--- config.mk ---
export PLATFORM = sky130hd
export DESIGN_NAME = asr_receiver
export DESIGN_NICKNAME = d
export VERILOG_FILES = /design/src/shared/asr_pkg.sv /design/src/verilog/asr_fifo.sv /design/src/verilog/asr_receiver.sv
export SDC_FILE = /design/constraint.sdc
export NUM_CORES = 1
export LEC_CHECK = 0
export ABC_CLOCK_PERIOD_IN_PS = 2200
export BUFFER_PORTS_ARGS = -buffer_cell sky130_fd_sc_hd__buf_4
export CELL_PAD_IN_SITES_DETAIL_PLACEMENT = 1
export CELL_PAD_IN_SITES_GLOBAL_PLACEMENT = 1
export CORE_MARGIN = 3
export CORE_UTILIZATION = 42
export DETAILED_ROUTE_END_ITERATION = 16
export PLACE_DENSITY_LB_ADDON = 0.12
export SYNTH_ARGS = -nofsm -noshare
export SYNTH_HDL_FRONTEND = slang
export SYNTH_SLANG_ARGS = --single-unit
--- constraint.sdc ---
create_clock -name i_core_clk -period 2.2 [get_ports i_core_clk]
set_input_delay 0.11 -clock i_core_clk [delete_from_list [all_inputs] [get_ports i_core_clk]]
set_output_delay 0.11 -clock i_core_clk [all_outputs]
set_load 0.01 [all_outputs]
--- src/shared/asr_pkg.sv ---
// Purpose: Shared constants for the asynchronous serial receiver
// Assumes: 8-bit register port, 3-bit word addresses
// Notes: Offsets are word indices on the plain register port

package asr_pkg;

  // ==========================================================
  // Register port
  localparam int ADDR_W = 3;
  localparam int DATA_W = 8;
  localparam logic [2:0] ADDR_RSC = 3'h0;
  localparam logic [2:0] ADDR_HOLD = 3'h1;
  localparam logic [2:0] ADDR_BAUD = 3'h2;
  localparam logic [2:0] ADDR_ISTAT = 3'h3;
  localparam logic [2:0] ADDR_IMASK = 3'h4;

  // ==========================================================
  // Status/control bit positions
  localparam int RSC_NINTH = 0;
  localparam int RSC_OVR = 1;
  localparam int RSC_FRAMING_ERROR_FLAG = 2;
  localparam int RSC_CONTINUOUS_RECEIVE_ENABLE = 4;
  localparam int RSC_READY = 5;
  localparam int RSC_NINE_EN = 6;

  // Interrupt status and mask bit positions
  localparam int INT_RX = 0;
  localparam int INT_OVR = 1;
  localparam int INT_FRAMING_ERROR_FLAG = 2;
  localparam int INT_W = 3;

  // ==========================================================
  // Reset values
  localparam logic [7:0] BAUD_DIV_RST = 8'h00;
  localparam logic [2:0] INT_RST = 3'h0;

  // ==========================================================
  // Holding entry layout: data, ninth bit, framing error
  localparam int ENT_NINTH = 8;
  localparam int ENT_FRAMING_ERROR_FLAG = 9;
  localparam int ENT_W = 10;
  localparam int HOLD_DEPTH = 2;

  // ==========================================================
  // Oversampling: sub-bit index of the 7th, 8th, 9th edges
  localparam int OVERSAMPLE = 16;
  localparam logic [3:0] SUB_FIRST = 4'h0;
  localparam logic [3:0] SUB_VOTE_A = 4'h6;
  localparam logic [3:0] SUB_VOTE_B = 4'h7;
  localparam logic [3:0] SUB_VOTE_C = 4'h8;
  localparam logic [3:0] SUB_LAST = 4'hF;
  localparam logic [3:0] BITS_EIGHT = 4'h8;
  localparam logic [3:0] BITS_NINE = 4'h9;

  // Receiver states
  typedef enum logic [1:0] {
    ASR_IDLE = 2'b00,
    ASR_START = 2'b01,
    ASR_DATA = 2'b10,
    ASR_STOP = 2'b11
  } asr_state_e;

endpackage

--- src/verilog/asr_fifo.sv ---
// Purpose: Small shifting holding queue, head entry is a register
// Assumes: Push only offered while not full or while popping
// Notes: Entry 0 is always the oldest word

`timescale 1ns/100ps
`default_nettype none

module asr_fifo #(
  parameter int WIDTH = 10,
  parameter int DEPTH = 2
) (
  // Clock and reset
  input wire logic i_core_clk,
  input wire logic i_reset,
  // Fill side
  input wire logic i_push,
  input wire logic [WIDTH-1:0] i_data,
  // Drain side
  input wire logic i_pop,
  output logic [WIDTH-1:0] o_head,
  output logic o_empty,
  output logic o_full
);

  localparam int CW = $clog2(DEPTH + 1);

  logic [CW-1:0] count;
  logic [WIDTH-1:0] mem [DEPTH];
  logic [WIDTH-1:0] upper [DEPTH];

  // ==========================================================
  // Occupancy
  always_ff @(posedge i_core_clk) begin
    if (i_reset) begin
      count <= '0;
    end else if (i_push && !i_pop) begin
      count <= count + CW'(1);
    end else if (i_pop && !i_push && count != '0) begin
      count <= count - CW'(1);
    end
  end

  // Entries shift toward the head on a read
  for (genvar g = 0; g < DEPTH; g++) begin : g_ent
    if (g < DEPTH - 1) begin : g_up
      assign upper[g] = mem[g+1];
    end else begin : g_top
      assign upper[g] = '0;
    end
    always_ff @(posedge i_core_clk) begin
      if (i_reset) begin
        mem[g] <= '0;
      end else if (i_pop) begin
        if (i_push && CW'(g + 1) == count) begin
          mem[g] <= i_data;
        end else begin
          mem[g] <= upper[g];
        end
      end else if (i_push && CW'(g) == count) begin
        mem[g] <= i_data;
      end
    end
  end

  assign o_head = mem[0];
  assign o_empty = (count == '0);
  assign o_full = (count == CW'(DEPTH));
endmodule // asr_fifo

`default_nettype wire

--- src/verilog/asr_receiver.sv ---
// Purpose: Asynchronous serial receiver with two-deep holding queue
// Assumes: Serial input synchronous to i_core_clk
// Notes: Byte frame is start, 8 or 9 data bits LSB first, stop
//
// Functional notes
// - Recovery shifter runs at sixteen times baud
// - Main shift register advances once per bit
// - Reception starts only after enable bit set
// - After stop, byte moves into queue
// - Ready flag set when byte transferred
// - Interrupt from ready only when enabled
// - Ready flag read-only, clears when queue empty
// - Queue holds two bytes, third shifts
// - Full queue at stop: overrun, byte lost
// - Two reads return bytes in order
// - Framing and ninth bit queued per byte
// - Each read exposes next entry's flags
// - Majority of samples on edges 7-9
//
// Our own choices: strobed register access and the placing of the registers.

`timescale 1ns/100ps
`default_nettype none

module asr_receiver #(
  parameter int DIV_W = 8,
  parameter int DEPTH = asr_pkg::HOLD_DEPTH
) (
  // Clock and reset
  input wire logic i_core_clk,
  input wire logic i_reset,
  // Serial line
  input wire logic i_serial_input_pin,
  // Register port
  input wire logic [asr_pkg::ADDR_W-1:0] i_addr,
  input wire logic [asr_pkg::DATA_W-1:0] i_wdata,
  input wire logic i_wr,
  input wire logic i_rd,
  output logic [asr_pkg::DATA_W-1:0] o_rdata,
  // Status and interrupt
  output logic o_receive_ready_flag,
  output logic o_irq
);

  // ==========================================================
  // Declarations
  logic continuous_receive_enable;
  logic nine_bit_mode;
  logic overrun_error_flag;
  logic [DIV_W-1:0] baud_div;
  logic [DIV_W-1:0] div_cnt;
  logic tick;
  logic [asr_pkg::INT_W-1:0] int_stat;
  logic [asr_pkg::INT_W-1:0] int_mask;
  asr_pkg::asr_state_e state;
  logic [3:0] sub;
  logic [3:0] bit_cnt;
  logic [1:0] votes;
  logic voted;
  logic vote_now;
  logic [8:0] receive_shift_register;
  logic stop_done;
  logic push_ok;
  logic overrun_hit;
  logic [asr_pkg::ENT_W-1:0] push_data;
  logic [asr_pkg::ENT_W-1:0] head;
  logic fifo_empty;
  logic fifo_full;
  logic pop;
  logic wr_rsc;
  logic wr_istat;

  // ==========================================================
  // Register port decode
  assign wr_rsc = i_wr && (i_addr == asr_pkg::ADDR_RSC);
  assign wr_istat = i_wr && (i_addr == asr_pkg::ADDR_ISTAT);
  // Only a read of a non-empty queue advances it
  assign pop = i_rd && (i_addr == asr_pkg::ADDR_HOLD)
               && !fifo_empty;

  // Control bits of the status/control register
  always_ff @(posedge i_core_clk) begin
    if (i_reset) begin
      continuous_receive_enable <= 1'b0;
      nine_bit_mode <= 1'b0;
    end else if (wr_rsc) begin
      continuous_receive_enable <= i_wdata[asr_pkg::RSC_CONTINUOUS_RECEIVE_ENABLE];
      nine_bit_mode <= i_wdata[asr_pkg::RSC_NINE_EN];
    end
  end

  // Baud divisor, sets the x16 tick period to div+1 clocks
  always_ff @(posedge i_core_clk) begin
    if (i_reset) begin
      baud_div <= DIV_W'(asr_pkg::BAUD_DIV_RST);
    end else if (i_wr && i_addr == asr_pkg::ADDR_BAUD) begin
      baud_div <= DIV_W'(i_wdata);
    end
  end

  // Interrupt mask; bit 0 is the receive interrupt enable
  always_ff @(posedge i_core_clk) begin
    if (i_reset) begin
      int_mask <= asr_pkg::INT_RST;
    end else if (i_wr && i_addr == asr_pkg::ADDR_IMASK) begin
      int_mask <= i_wdata[asr_pkg::INT_W-1:0];
    end
  end

  // ==========================================================
  // Free-running x16 tick while enabled
  assign tick = continuous_receive_enable && (div_cnt == '0);

  always_ff @(posedge i_core_clk) begin
    if (i_reset || !continuous_receive_enable) begin
      div_cnt <= '0;
    end else if (div_cnt == '0) begin
      div_cnt <= baud_div;
    end else begin
      div_cnt <= div_cnt - DIV_W'(1);
    end
  end

  // ==========================================================
  // Recovery shifter: two held samples plus the live third
  assign vote_now = tick && (sub == asr_pkg::SUB_VOTE_C)
                    && (state != asr_pkg::ASR_IDLE);
  // Two of three wins, so one noisy sample cannot flip a bit
  assign voted = (votes[1] & votes[0]) | (votes[1] & i_serial_input_pin)
                 | (votes[0] & i_serial_input_pin);

  always_ff @(posedge i_core_clk) begin
    if (i_reset) begin
      votes <= 2'b00;
    end else if (tick && (sub == asr_pkg::SUB_VOTE_A
                          || sub == asr_pkg::SUB_VOTE_B)) begin
      votes <= {votes[0], i_serial_input_pin};
    end
  end

  // ==========================================================
  // Frame state machine, one sub-bit step per tick
  always_ff @(posedge i_core_clk) begin
    if (i_reset || !continuous_receive_enable) begin
      state <= asr_pkg::ASR_IDLE;
      sub <= asr_pkg::SUB_FIRST;
      bit_cnt <= '0;
    end else if (tick) begin
      case (state)
        asr_pkg::ASR_IDLE: begin
          // First low tick counts as edge one of the start bit
          if (!i_serial_input_pin) begin
            state <= asr_pkg::ASR_START;
            sub <= asr_pkg::SUB_FIRST + 4'h1;
          end
        end
        asr_pkg::ASR_START: begin
          sub <= sub + 4'h1;
          // A high vote means a glitch, not a start bit
          if (vote_now && voted) begin
            state <= asr_pkg::ASR_IDLE;
            sub <= asr_pkg::SUB_FIRST;
          end else if (sub == asr_pkg::SUB_LAST) begin
            state <= asr_pkg::ASR_DATA;
            bit_cnt <= '0;
          end
        end
        asr_pkg::ASR_DATA: begin
          sub <= sub + 4'h1;
          if (sub == asr_pkg::SUB_LAST) begin
            bit_cnt <= bit_cnt + 4'h1;
            if (bit_cnt + 4'h1 == (nine_bit_mode ? asr_pkg::BITS_NINE
                                   : asr_pkg::BITS_EIGHT)) begin
              state <= asr_pkg::ASR_STOP;
            end
          end
        end
        asr_pkg::ASR_STOP: begin
          // Finish at the stop vote; the rest of the bit is idle
          sub <= sub + 4'h1;
          if (vote_now) begin
            state <= asr_pkg::ASR_IDLE;
            sub <= asr_pkg::SUB_FIRST;
          end
        end
        default: begin
          state <= asr_pkg::ASR_IDLE;
        end
      endcase
    end
  end

  // ==========================================================
  // Main shift register, one step per bit period
  always_ff @(posedge i_core_clk) begin
    if (i_reset) begin
      receive_shift_register <= '0;
    end else if (vote_now && state == asr_pkg::ASR_DATA) begin
      receive_shift_register <= {voted, receive_shift_register[8:1]};
    end
  end

  // ==========================================================
  // Transfer to the holding queue at the stop vote
  assign stop_done = vote_now && (state == asr_pkg::ASR_STOP);
  // A read in the same cycle frees the slot in time
  assign push_ok = stop_done && (!fifo_full || pop);
  assign overrun_hit = stop_done && fifo_full && !pop;
  // Eight-bit frames land one place high in the shifter
  assign push_data = {!voted,
    nine_bit_mode ? receive_shift_register
                  : {1'b0, receive_shift_register[8:1]}};

  asr_fifo #(
    .WIDTH(asr_pkg::ENT_W),
    .DEPTH(DEPTH)
  ) u_hold (
    .i_core_clk(i_core_clk),
    .i_reset(i_reset),
    .i_push(push_ok),
    .i_data(push_data),
    .i_pop(pop),
    .o_head(head),
    .o_empty(fifo_empty),
    .o_full(fifo_full)
  );

  // Overrun: sticky until enable is cleared, byte is dropped
  always_ff @(posedge i_core_clk) begin
    if (i_reset) begin
      overrun_error_flag <= 1'b0;
    end else if (overrun_hit) begin
      overrun_error_flag <= 1'b1;
    end else if (!continuous_receive_enable) begin
      overrun_error_flag <= 1'b0;
    end
  end

  // Ready flag follows queue occupancy; no write reaches it
  always_ff @(posedge i_core_clk) begin
    if (i_reset) begin
      o_receive_ready_flag <= 1'b0;
    end else begin
      o_receive_ready_flag <= !fifo_empty;
    end
  end

  // ==========================================================
  // Sticky interrupt status, write one to clear, set wins
  always_ff @(posedge i_core_clk) begin
    if (i_reset) begin
      int_stat <= asr_pkg::INT_RST;
    end else begin
      int_stat <= (int_stat
                   & ~(wr_istat ? i_wdata[asr_pkg::INT_W-1:0]
                                : asr_pkg::INT_RST))
                  | {stop_done && !voted, overrun_hit, push_ok};
    end
  end

  // Masked request; receive events gated by enable bit
  always_ff @(posedge i_core_clk) begin
    if (i_reset) begin
      o_irq <= 1'b0;
    end else begin
      o_irq <= |(int_stat & int_mask);
    end
  end

  // ==========================================================
  // Read data, valid only in the cycle after the strobe
  always_ff @(posedge i_core_clk) begin
    if (i_reset) begin
      o_rdata <= '0;
    end else if (!i_rd) begin
      o_rdata <= '0;
    end else if (i_addr == asr_pkg::ADDR_RSC) begin
      o_rdata <= '0;
      o_rdata[asr_pkg::RSC_NINTH] <= head[asr_pkg::ENT_NINTH];
      o_rdata[asr_pkg::RSC_OVR] <= overrun_error_flag;
      o_rdata[asr_pkg::RSC_FRAMING_ERROR_FLAG] <= head[asr_pkg::ENT_FRAMING_ERROR_FLAG];
      o_rdata[asr_pkg::RSC_CONTINUOUS_RECEIVE_ENABLE] <= continuous_receive_enable;
      o_rdata[asr_pkg::RSC_READY] <= o_receive_ready_flag;
      o_rdata[asr_pkg::RSC_NINE_EN] <= nine_bit_mode;
    end else if (i_addr == asr_pkg::ADDR_HOLD) begin
      o_rdata <= head[7:0];
    end else if (i_addr == asr_pkg::ADDR_BAUD) begin
      o_rdata <= 8'(baud_div);
    end else if (i_addr == asr_pkg::ADDR_ISTAT) begin
      o_rdata <= {5'h00, int_stat};
    end else if (i_addr == asr_pkg::ADDR_IMASK) begin
      o_rdata <= {5'h00, int_mask};
    end else begin
      o_rdata <= '0;
    end
  end
endmodule // asr_receiver

`default_nettype wire

==> qor.csv, run 1 <==
stage,metric,value,unit
die,total die area,0.01010,mm^2
power,Leak,1.662,nW
timing,setup ws final,0.05234,ns
synthesis,post-synthesis sequential area ratio,46.95,%
worst_setup_path,Crit path buffers/inverters,0,
power,Sw Ratio,26.66,%
global_routing,GRT overflow,0,
worst_setup_path,Startpoint Class,register,
clocking,CTS tree,done,
clocking,H-tree depth,3,
global_routing,vias in the first global route,3225,
status,status,"complete, no violations",
synthesis,Yosys top cell by area,dfxtp_1,
route,Post-DRT Antenna Nets,0,
synthesis,YS warnings,0,
timing,Fmax,465.6,MHz
worst_setup_path,Worst setup EP type,register,
timing,# setup viols final,0,
layout,final core occ,52.65,%
worst_setup_path,Critical Path AT,2.38,ns
die,Die Y,100.5,um
route,vias post-DR,3061,
die,Core ar.,0.008464,mm^2
clocking,"Reg clk slew, reported paths",0.08,ns
synthesis,"count leader, synth",dfxtp_1,
timing,fin. max-slew vios,0,
layout,Layout Nets,457,
synthesis,Netlist cell types,55,
power,part of the power in combinational logic,12.0,%
timing,part of the cycle the worst path needs,97.62,%
timing,setup TNS,0,ns
clocking,CTS Buf Count,9,
worst_setup_path,Worst Path Max Fanout,6,
route,drt pass-1 iters,4,
synthesis,average size of a mapped cell,9.548,um^2
synthesis,Area contributors post-synth,"dfxtp_1, edfxtp_1, mux2i_1",
worst_setup_path,Crit path largest cell delay,0.58,ns
synthesis,ys async rst share,0,%
min_path,HP Class,input port to register,
placed_design,pre-CTS setup slack,-0.1089,ns
global_routing,first-pass GRT wire length,16410,um
global_routing,All-Layer GR Usage,20.64,%
timing,RSZ-0062 raised after global routing,true,
synthesis,number of flops mapped to enable cells by yosys,20,
route,Total Routed Length,9785,um
power,clock network fraction of design power,34.9,%
die,Die Wd,100.5,um
clocking,Clock Path Buffers,2,
power,Worst VDD drop,272.5,uV
placed_design,Port Buffers,25,
synthesis,Mapped Area,0.003752,mm^2
timing,slew at the pin closest to its max-slew limit,0.6431,ns
worst_setup_path,Top Family by Delay on Critical Path,simple AND/OR/NAND/NOR gates,
synthesis,Commonest cells post-synth,"dfxtp_1, nor2_1, nand2_1",
timing,Max-slew headroom,57.03,%
run,max_cap viols,0,
placed_design,Placed Cells,523,
worst_setup_path,Reg2Reg Setup Slack,0.05,ns
route,drt drc,0,
timing,final-report hold violation count,0,
layout,final non-filler cell total,542,
power,internal power,2.113,mW
global_routing,pin count of the biggest net entering global routing,41,
synthesis,synthesized flop and latch total,78,
power,PwrDens,646.4,mW/mm^2
worst_setup_path,Setup CP Type,register to register,
route,wire per inst,18.05,um
synthesis,Cells after Synth,393,
synthesis,"Net Count, Synth",418,
worst_setup_path,WP data required,2.43,ns
layout,P&R area growth vs syn,18.77,%
die,starting density of the core,44.33,%
worst_setup_path,CP cell instances,"or4_1, or3_4, a211oi_4, o31a_1, a31oi_1",
worst_setup_path,Worst path slowest cell,or4_1,
power,Sw Pwr,767.9,uW
timing,clock skew,0.007847,ns
synthesis,Synth Flop Type,dfxtp_1,
global_routing,initial antenna violation count,0,
power,Sequential Power Share,53.1,%
layout,share of post-route cells with drive strength above 1,18.99,%
timing,post-layout min period,2.148,ns
placed_design,routability congestion estimate,0.8389,
die,Rows,33,
die,Ports,26,
route,Starting DRT DRC Count,143,
route,vias per inst,5.648,
clocking,clk sinks,78,
synthesis,share of the synthesized area in the top cell type,30.94,%
placed_design,Post-DP HPWL,7003,um
clocking,later-pin clock latency in the skew report,0.35,ns
layout,n_diodes,0,
clocking,CTS root buf,clkbuf_8,
[cells in the final DEF, fill, tap and decap left out, types with 13 or more instances in the layout]
master / synthesis / layout
nand2_1: 34 / 34
mux2i_1: 21 / 21
buf_4: 0 / 43
inv_1: 14 / 14
a21oi_1: 30 / 28
dfxtp_1: 58 / 58
nor3b_1: 13 / 13
nor2_1: 46 / 46
edfxtp_1: 20 / 20
[final timing paths]
check	startpoint	end	cells past startpoint
hold reg to reg	receive_shift_register[0]	receive_shift_register[0]	2
setup / recovery	div_cnt[5]	register	5
setup reg to reg	div_cnt[5]	register	5
hold / removal	i_wdata[5]	baud_div[5]	3
[per-layer routing]
layer	GRT usage (%)	share of wire, %	vias to the layer above	wire [um]
li1	-	-	1505	-
met1	27.25	49	1517	4788
met2	34.20	48	28	4665
met3	4.221	2.3	11	223
met4	6.114	1.1	0	108
met5	0	0	-	0
[cell families (layout without fill, tap and decap cells)]
logic type               after synthesis  after routing  share of synthesized area (%)
AND/OR/NAND/NOR                      147            147                          20.31
XOR/XNOR                               8              8                          1.867
flip-flops                            78             78                          46.95
adder cells (fa/ha/maj)               10             10                          3.268
buffers and inverters                 34             78                          3.468
AO/OA/AOI/OAI                         87             87                          16.14
multiplexers                          29             29                          8.003
[repair_timing]
action                                 4_1_cts  5_1_grt
pin swaps                                    1        2
gates resized for setup                      7        5
hold buffers                                 1        0
setup buffers                                1        1
setup endpoints to repair                   36       56
cloned                                       0        0
endpoints found under the hold margin        1        0
[registers in the layout (all words and copies together) (netlist names), 3 cells and up, named ones only]
signal	cells
int_stat	3
o_rdata	8
sub	4
receive_shift_register	9
int_mask	3
div_cnt	8
u_hold.mem	20
bit_cnt	4
baud_div	8
[power by group through the flow]
stage | registers, mW | logic (mW) | clock network (mW)
final | 1.53 | 0.345 | 1.01
after global routing | 1.54 | 0.378 | 1.12
after CTS | 1.53 | 0.337 | 1.04
after detailed placement | 1.56 | 0.324 | 0
after global placement | 1.56 | 0.305 | 0
after floorplan | 1.56 | 0.187 | 0
[final cells by class]
type	instances	area, um^2
Inverter	14	52.55
Sequential cell	78	1762
Fill cell	991	4008
Clock buffer	10	148.9
Clock inverter	6	35.03
Multi-Input combinational cell	281	1914
Timing Repair Buffer	48	412.9
Tap cell	105	131.4
[worst register-to-register path: stages, from the launching register on]
cell      delay (ns)
dfxtp_1         0.34
or4_1           0.58
or3_4           0.40
a211oi_4        0.37
o31a_1          0.24
a31oi_1         0.10
[through the flow]
step | total power [mW] | cell area, um^2 | hold WS [ns]
after floorplan | 1.744 | 3756 | 0.2539
after global placement | 1.867 | 4173 | 0.3464
after global routing | 3.036 | 4457 | 0.01798
after CTS | 2.911 | 4418 | 0.002681
final | 2.881 | 4457 | 0.01014
after detailed placement | 1.888 | 4173 | 0.3706
Power figures use the tool's default switching activity.
==> inputs of run 2 (changes only) <==
--- a/config.mk
+++ b/config.mk
@@ -5,12 +5,13 @@
 export SDC_FILE = /design/constraint.sdc
 export NUM_CORES = 1
 export LEC_CHECK = 0
+export ABC_AREA = 1
 export ABC_CLOCK_PERIOD_IN_PS = 2200
 export BUFFER_PORTS_ARGS = -buffer_cell sky130_fd_sc_hd__buf_4
 export CELL_PAD_IN_SITES_DETAIL_PLACEMENT = 1
 export CELL_PAD_IN_SITES_GLOBAL_PLACEMENT = 1
 export CORE_MARGIN = 3
-export CORE_UTILIZATION = 42
+export CORE_UTILIZATION = 40
 export DETAILED_ROUTE_END_ITERATION = 16
 export PLACE_DENSITY_LB_ADDON = 0.12
 export SYNTH_ARGS = -nofsm -noshare
==> run 2 against run 1 <==
Worst hold slack improved by 0.014 ns. Clock power up 5%. Total power shrank 5.6%. Final area fell by 2.1%. Highest routed layer unchanged. Clock skew rose by 0.0032 ns. Final cell count up 18%. Synthesized cell count rose by 22%. Worst setup slack improved by 0.14 ns. Core utilization down 3.8 points. Fmax grew 6.7%. Synthesized area is 0.23% higher. Routed wire length shrank 5.9%.
==> qor.csv, run 2 <==
stage,metric,value,unit
synthesis,Commonest cells post-synth,"nand2_1, inv_1, dfxtp_1",
layout,share of post-route cells with drive strength above 1,16.82,%
timing,fin. max-slew vios,0,
timing,clock skew,0.01101,ns
synthesis,Netlist cell types,36,
synthesis,average size of a mapped cell,7.819,um^2
worst_setup_path,FF-to-FF End,u_hold.mem[0][2],
layout,P&R area growth vs syn,16.00,%
clocking,CTS Buf Count,9,
synthesis,largest family of logic cells by synthesized area,simple AND/OR/NAND/NOR gates,
worst_setup_path,Setup CP Type,register to register,
die,Rows,34,
clocking,H-tree depth,3,
worst_setup_path,Critical Path AT,2.07,ns
worst_setup_path,WP data required,2.26,ns
timing,Max-slew headroom,55.30,%
synthesis,simple-gate share of the synthesized area,25.52,%
synthesis,Synth Flop Type,dfxtp_1,
route,vias per inst,5.049,
die,Die Y,103.0,um
synthesis,ys async rst share,0,%
min_path,Hold Crit Start,i_wdata[1],
worst_setup_path,Worst Path Max Fanout,7,
timing,part of the cycle the worst path needs,91.47,%
layout,FF+latch area,0.001762,mm^2
worst_setup_path,Worst setup EP type,register,
worst_setup_path,Reg2Reg Setup Slack,0.19,ns
synthesis,multiplexer share of the synthesized area,0,%
synthesis,number of flops mapped to enable cells by yosys,20,
route,drt pass-1 iters,4,
global_routing,initial antenna violation count,0,
run,max_cap viols,0,
route,drt drc,0,
worst_setup_path,Worst R2R Path Depth,11,
min_path,Hold EP,baud_div[1],
power,Worst VDD drop,294.9,uV
global_routing,pin count of the biggest net entering global routing,24,
layout,Layout Nets,549,
die,Ports,26,
route,wire per inst,14.46,um
layout,final non-filler cell total,637,
route,Post-DRT Antenna Nets,0,
synthesis,share of the synthesized area in the top cell type,30.87,%
layout,"most common cell after layout, fill and taps aside",nand2_1,
clocking,"Reg clk slew, reported paths",0.09,ns
timing,slew at the pin closest to its max-slew limit,0.6653,ns
timing,Fmax,496.9,MHz
layout,Final Cell Area,0.004363,mm^2
timing,post-layout min period,2.012,ns
clocking,CTS root buf,clkbuf_8,
die,total die area,0.01060,mm^2
min_path,worst hold path cell count,3,
route,vias post-DR,3216,
synthesis,synthesized flop and latch total,78,
global_routing,vias in the first global route,3182,
placed_design,Port Buffers,25,
synthesis,Adder-Cell Fraction of Synth Area,2.994,%
route,Starting DRT DRC Count,116,
synthesis,YS warnings,0,
layout,largest register by flop count,u_hold.mem,
clocking,Clock Path Buffers,2,
placed_design,Placed Cells,615,
min_path,HP Class,input port to register,
timing,RSZ-0062 raised after global routing,false,
synthesis,Compound-Gate Fraction of Synth Area,14.94,%
synthesis,post-synthesis sequential area ratio,46.84,%
synthesis,xor/xnor share of the synthesized area,1.630,%
global_routing,GRT overflow,0,
clocking,CTS tree,done,
layout,n_diodes,0,
synthesis,Yosys top cell by area,dfxtp_1,
power,PwrDens,623.5,mW/mm^2
global_routing,All-Layer GR Usage,18.34,%
route,Total Routed Length,9210,um
layout,Fill cells,1115,
worst_setup_path,worst r2r src,div_cnt[0],
die,starting density of the core,42.10,%
timing,final-report hold violation count,0,
placed_design,Post-DP HPWL,7059,um
worst_setup_path,Startpoint Class,register,
clocking,clk sinks,78,
synthesis,Area contributors post-synth,"dfxtp_1, edfxtp_1, nand2_1",
die,Die Wd,103.0,um
layout,area of the multi-input gates,0.001703,mm^2
synthesis,Cells after Synth,481,
global_routing,first-pass GRT wire length,15170,um
die,Core ar.,0.008934,mm^2
layout,biggest regs,"u_hold.mem (20), receive_shift_register (9)",
synthesis,Mapped Area,0.003761,mm^2
layout,max reg flops,20,
status,status,"complete, no violations",
power,Leak,1.881,nW
clocking,later-pin clock latency in the skew report,0.35,ns
placed_design,routability congestion estimate,0.8037,
placed_design,placed instance area,0.004120,mm^2
timing,# setup viols final,0,
synthesis,"Net Count, Synth",506,
layout,most frequent cells in the layout,"nand2_1, inv_1, dfxtp_1",
synthesis,"count leader, synth",nand2_1,
==> run 2: area by class of cell <==
type	instances	area share [%]
well taps	108	3.097
inverters	72	6.252
clock buffers	10	2.925
multi-input cells	323	39.03
clock inverters	6	1.434
flip-flops and latches	78	40.38
repair buffers	40	6.883
==> run 2: cells by family (layout without fill, tap and decap cells) <==
logic type / Yosys count / in the layout
XOR/XNOR: 7 / 7
buffers and inverters: 80 / 128
AO/OA/AOI/OAI: 109 / 109
AND/OR/NAND/NOR: 198 / 198
adder cells (fa/ha/maj): 9 / 9
flip-flops: 78 / 78
==> run 2: layer usage <==
metal | share of wire (%) | track usage (%) | wire [um] | vias up
met4 | 0.97 | 4.681 | 89 | 0
li1 | - | - | - | 1654
met2 | 50 | 31.82 | 4603 | 36
met1 | 46 | 23.30 | 4271 | 1516
met5 | 0 | 0 | 0 | -
met3 | 2.7 | 3.721 | 246 | 10
==> run 2: timing repair <==
action                                  CTS  global route
hold buffers                              1             0
endpoints found under the hold margin     1             0
setup buffers                             0             3
endpoints found under the setup margin    0            25
gates resized for setup                   0             9
==> run 2: report_power, final <==
part           internal (mW)  leakage, nW  switching [mW]
sequential              1.50        0.658          0.0153
clock                  0.521       0.0883           0.543
combinational         0.0556         1.14          0.0906
total                   2.07         1.88           0.648
==> run 2: through the flow <==
stage	TNS (ns)	hold slack [ns]	worst slack, ns	util [%]	total power, mW
global route	0	0.03367	0.02377	48.84	2.836
global placement	0	0.3378	0.1929	46.12	1.680
floorplan	-3.199	0.2449	-0.1600	-	1.614
detailed placement	0	0.3525	0.1175	46.12	1.685
CTS	0	0.01172	0.09756	48.36	2.753
finish	0	0.02455	0.1877	48.84	2.720
==> run 2: worst max-delay path: stages (launching register included) <==
cell	delay, ns
dfxtp_1	0.33
inv_1	0.12
ha_1	0.17
nand3_1	0.10
inv_1	0.11
nand2_4	0.10
nor2_8	0.13
nand2_4	0.09
nor2_8	0.14
nand2_4	0.10
o21ai_2	0.15
buf_2	0.19
==> run 2: how the worst max path moves through the flow <==
stage,start,endpoint,slack (ns),cells past startpoint
6_report,div_cnt[0],u_hold.mem[0][2],0.19,11
5_1_grt,div_cnt[0],u_hold.mem[1][1],0.02,11
4_1_cts,div_cnt[0],u_hold.mem[1][4],0.1,11
3_5_place_dp,div_cnt[0],u_hold.mem[1][6],0.12,11
3_3_place_gp,div_cnt[0],u_hold.mem[1][8],0.19,11
2_1_floorplan,div_cnt[0],u_hold.mem[0][0],-0.16,10
==> inputs of run 3 (changes only) <==
--- a/config.mk
+++ b/config.mk
@@ -14,6 +14,7 @@
 export CORE_UTILIZATION = 40
 export DETAILED_ROUTE_END_ITERATION = 16
 export PLACE_DENSITY_LB_ADDON = 0.12
+export SLEW_MARGIN = 10
 export SYNTH_ARGS = -nofsm -noshare
 export SYNTH_HDL_FRONTEND = slang
 export SYNTH_SLANG_ARGS = --single-unit
==> constraint.sdc (replaced) <==
create_clock -name i_core_clk -period 2.2 [get_ports i_core_clk]
set_input_delay 0.44 -clock i_core_clk [delete_from_list [all_inputs] [get_ports i_core_clk]]
set_output_delay 0.44 -clock i_core_clk [all_outputs]
set_load 0.01 [all_outputs]
==> run 3 against run 2 <==
First-iteration DRC count down 4.3%. Clock skew up 0.0074 ns. Clock-buffer cell count up 2. Sequential share of layout area down 0.46 points. Sequential cell count unchanged. Non-clock buffer count up 2. Die area unchanged. Fmax down 0.43%. Register-to-register slack about the same. Worst setup slack worse by 0.0088 ns. Clock power up 15%. Routed wire length up 1.6%. Critical path type unchanged.
==> qor.csv, run 3 (synthesis gave the netlist of run 2 again) <==
stage,metric,value,unit
status,status,"complete, no violations",
die,Die Y,103.0,um
clocking,clk sinks,78,
layout,"most common cell after layout, fill and taps aside",nand2_1,
worst_setup_path,Worst setup EP type,register,
global_routing,vias in the first global route,3218,
layout,most frequent cells in the layout,"nand2_1, inv_1, dfxtp_1",
layout,biggest regs,"u_hold.mem (20), receive_shift_register (9)",
route,vias per inst,5.063,
placed_design,pre-CTS setup slack,0.08015,ns
global_routing,initial antenna violation count,0,
timing,# setup viols final,0,
timing,setup ws final,0.1789,ns
clocking,"Reg clk slew, reported paths",0.09,ns
layout,share of post-route cells with drive strength above 1,17.51,%
layout,max reg flops,20,
worst_setup_path,Reg2Reg Setup Slack,0.18,ns
die,Ports,26,
power,Leak,1.923,nW
global_routing,pin count of the biggest net entering global routing,24,
timing,post-layout min period,2.021,ns
die,Die Wd,103.0,um
placed_design,routability congestion estimate,0.7857,
worst_setup_path,Critical Path AT,2.08,ns
layout,final non-filler cell total,639,
global_routing,met3 GRT Util,2.706,%
timing,slew at the pin closest to its max-slew limit,0.6117,ns
layout,Final Cell Area,0.004413,mm^2
clocking,Clock Path Buffers,2,
route,Post-DRT Antenna Nets,0,
power,PwrDens,652.0,mW/mm^2
timing,fin. max-slew vios,0,
timing,clock skew,0.01845,ns
placed_design,Port Buffers,25,
placed_design,Placed Cells,617,
clocking,CTS tree,done,
route,Starting DRT DRC Count,111,
timing,RSZ-0062 raised after global routing,false,
layout,n_diodes,0,
timing,part of the cycle the worst path needs,91.87,%
power,Tot Pwr,2.877,mW
placed_design,Post-DP HPWL,7135,um
global_routing,gr busiest metal,met2,
global_routing,All-Layer GR Usage,18.59,%
global_routing,GRT overflow,0,
timing,Hold WS,0.3255,ns
layout,largest register by flop count,u_hold.mem,
layout,final core occ,49.40,%
worst_setup_path,Worst Path Max Fanout,6,
route,drt drc,0,
clocking,cts hold-fix bufs,0,
die,Core ar.,0.008934,mm^2
layout,Layout Nets,551,
timing,final-report hold violation count,0,
route,wire per inst,14.64,um
min_path,HP Class,input port to register,
clocking,CTS root buf,clkbuf_8,
timing,Fmax,494.8,MHz
placed_design,placed instance area,0.004135,mm^2
route,vias post-DR,3235,
worst_setup_path,Startpoint Class,register,
clocking,later-pin clock latency in the skew report,0.36,ns
worst_setup_path,Crit. Startpoint,div_cnt[0],
global_routing,met2 usage,32.56,%
timing,setup TNS,0,ns
timing,Max-slew headroom,59.16,%
die,Rows,34,
layout,P&R area growth vs syn,17.33,%
worst_setup_path,worst r2r src,div_cnt[0],
global_routing,met1 GRT Util,23.73,%
worst_setup_path,Setup CP Type,register to register,
die,starting density of the core,42.10,%
route,Total Routed Length,9355,um
clocking,H-tree depth,3,
die,total die area,0.01060,mm^2
power,Worst VDD drop,319.6,uV
clocking,CTS Buf Count,9,
route,drt pass-1 iters,5,
min_path,Hold Crit Start,i_wdata[3],
run,max_cap viols,0,
worst_setup_path,WP data required,2.26,ns
global_routing,first-pass GRT wire length,15370,um
run 3: cell count changes in the layout (fill, tap and decap cells not counted), sizes merged:
cell         change
clkinvlp         -3
inv              +1
clkbuf           +2
dlygate4sd3      -1
buf              +3
run 3: timing repair:
item	4_1_cts	5_1_grt
endpoints found under the hold margin	0	0
resized for setup	0	8
endpoints found under the setup margin	0	31
buffers inserted	0	4
run 3: routing by layer:
metal	vias up	part of all wire [%]
met5	-	0
li1	1657	-
met4	0	1.3
met2	41	48
met1	1526	48
met3	11	2.2
run 3: report_power, final:
part / switching, mW / internal [mW] / leakage [nW] / total [mW]
Combinational: 0.0917 / 0.0564 / 1.15 / 0.148
Clock: 0.553 / 0.664 / 0.117 / 1.22
Sequential: 0.0157 / 1.50 / 0.658 / 1.51
run 3: worst paths after layout:
check                               to  depth (start not counted)
max                   u_hold.mem[0][4]                         11
min reg2reg  receive_shift_register[0]                          2
min                        baud_div[3]                          3
max reg2reg           u_hold.mem[0][4]                         11
run 3: final cells by class:
class,count,area (um^2)
fill,1105,4521
sequential,78,1762
multi-input combinational,323,1703
timing repair buffer,42,312.8
inverter,72,272.8
clock buffer,12,177.7
tap,108,135.1
clock inverter,4,50.05
run 3: critical path, stage by stage (launching register included):
cell	delay (ns)
dfxtp_1	0.34
inv_2	0.09
ha_1	0.15
nand3_1	0.12
inv_1	0.12
nand2_4	0.10
nor2_8	0.12
nand2_4	0.09
nor2_8	0.15
nand2_4	0.11
o21ai_2	0.16
buf_2	0.19
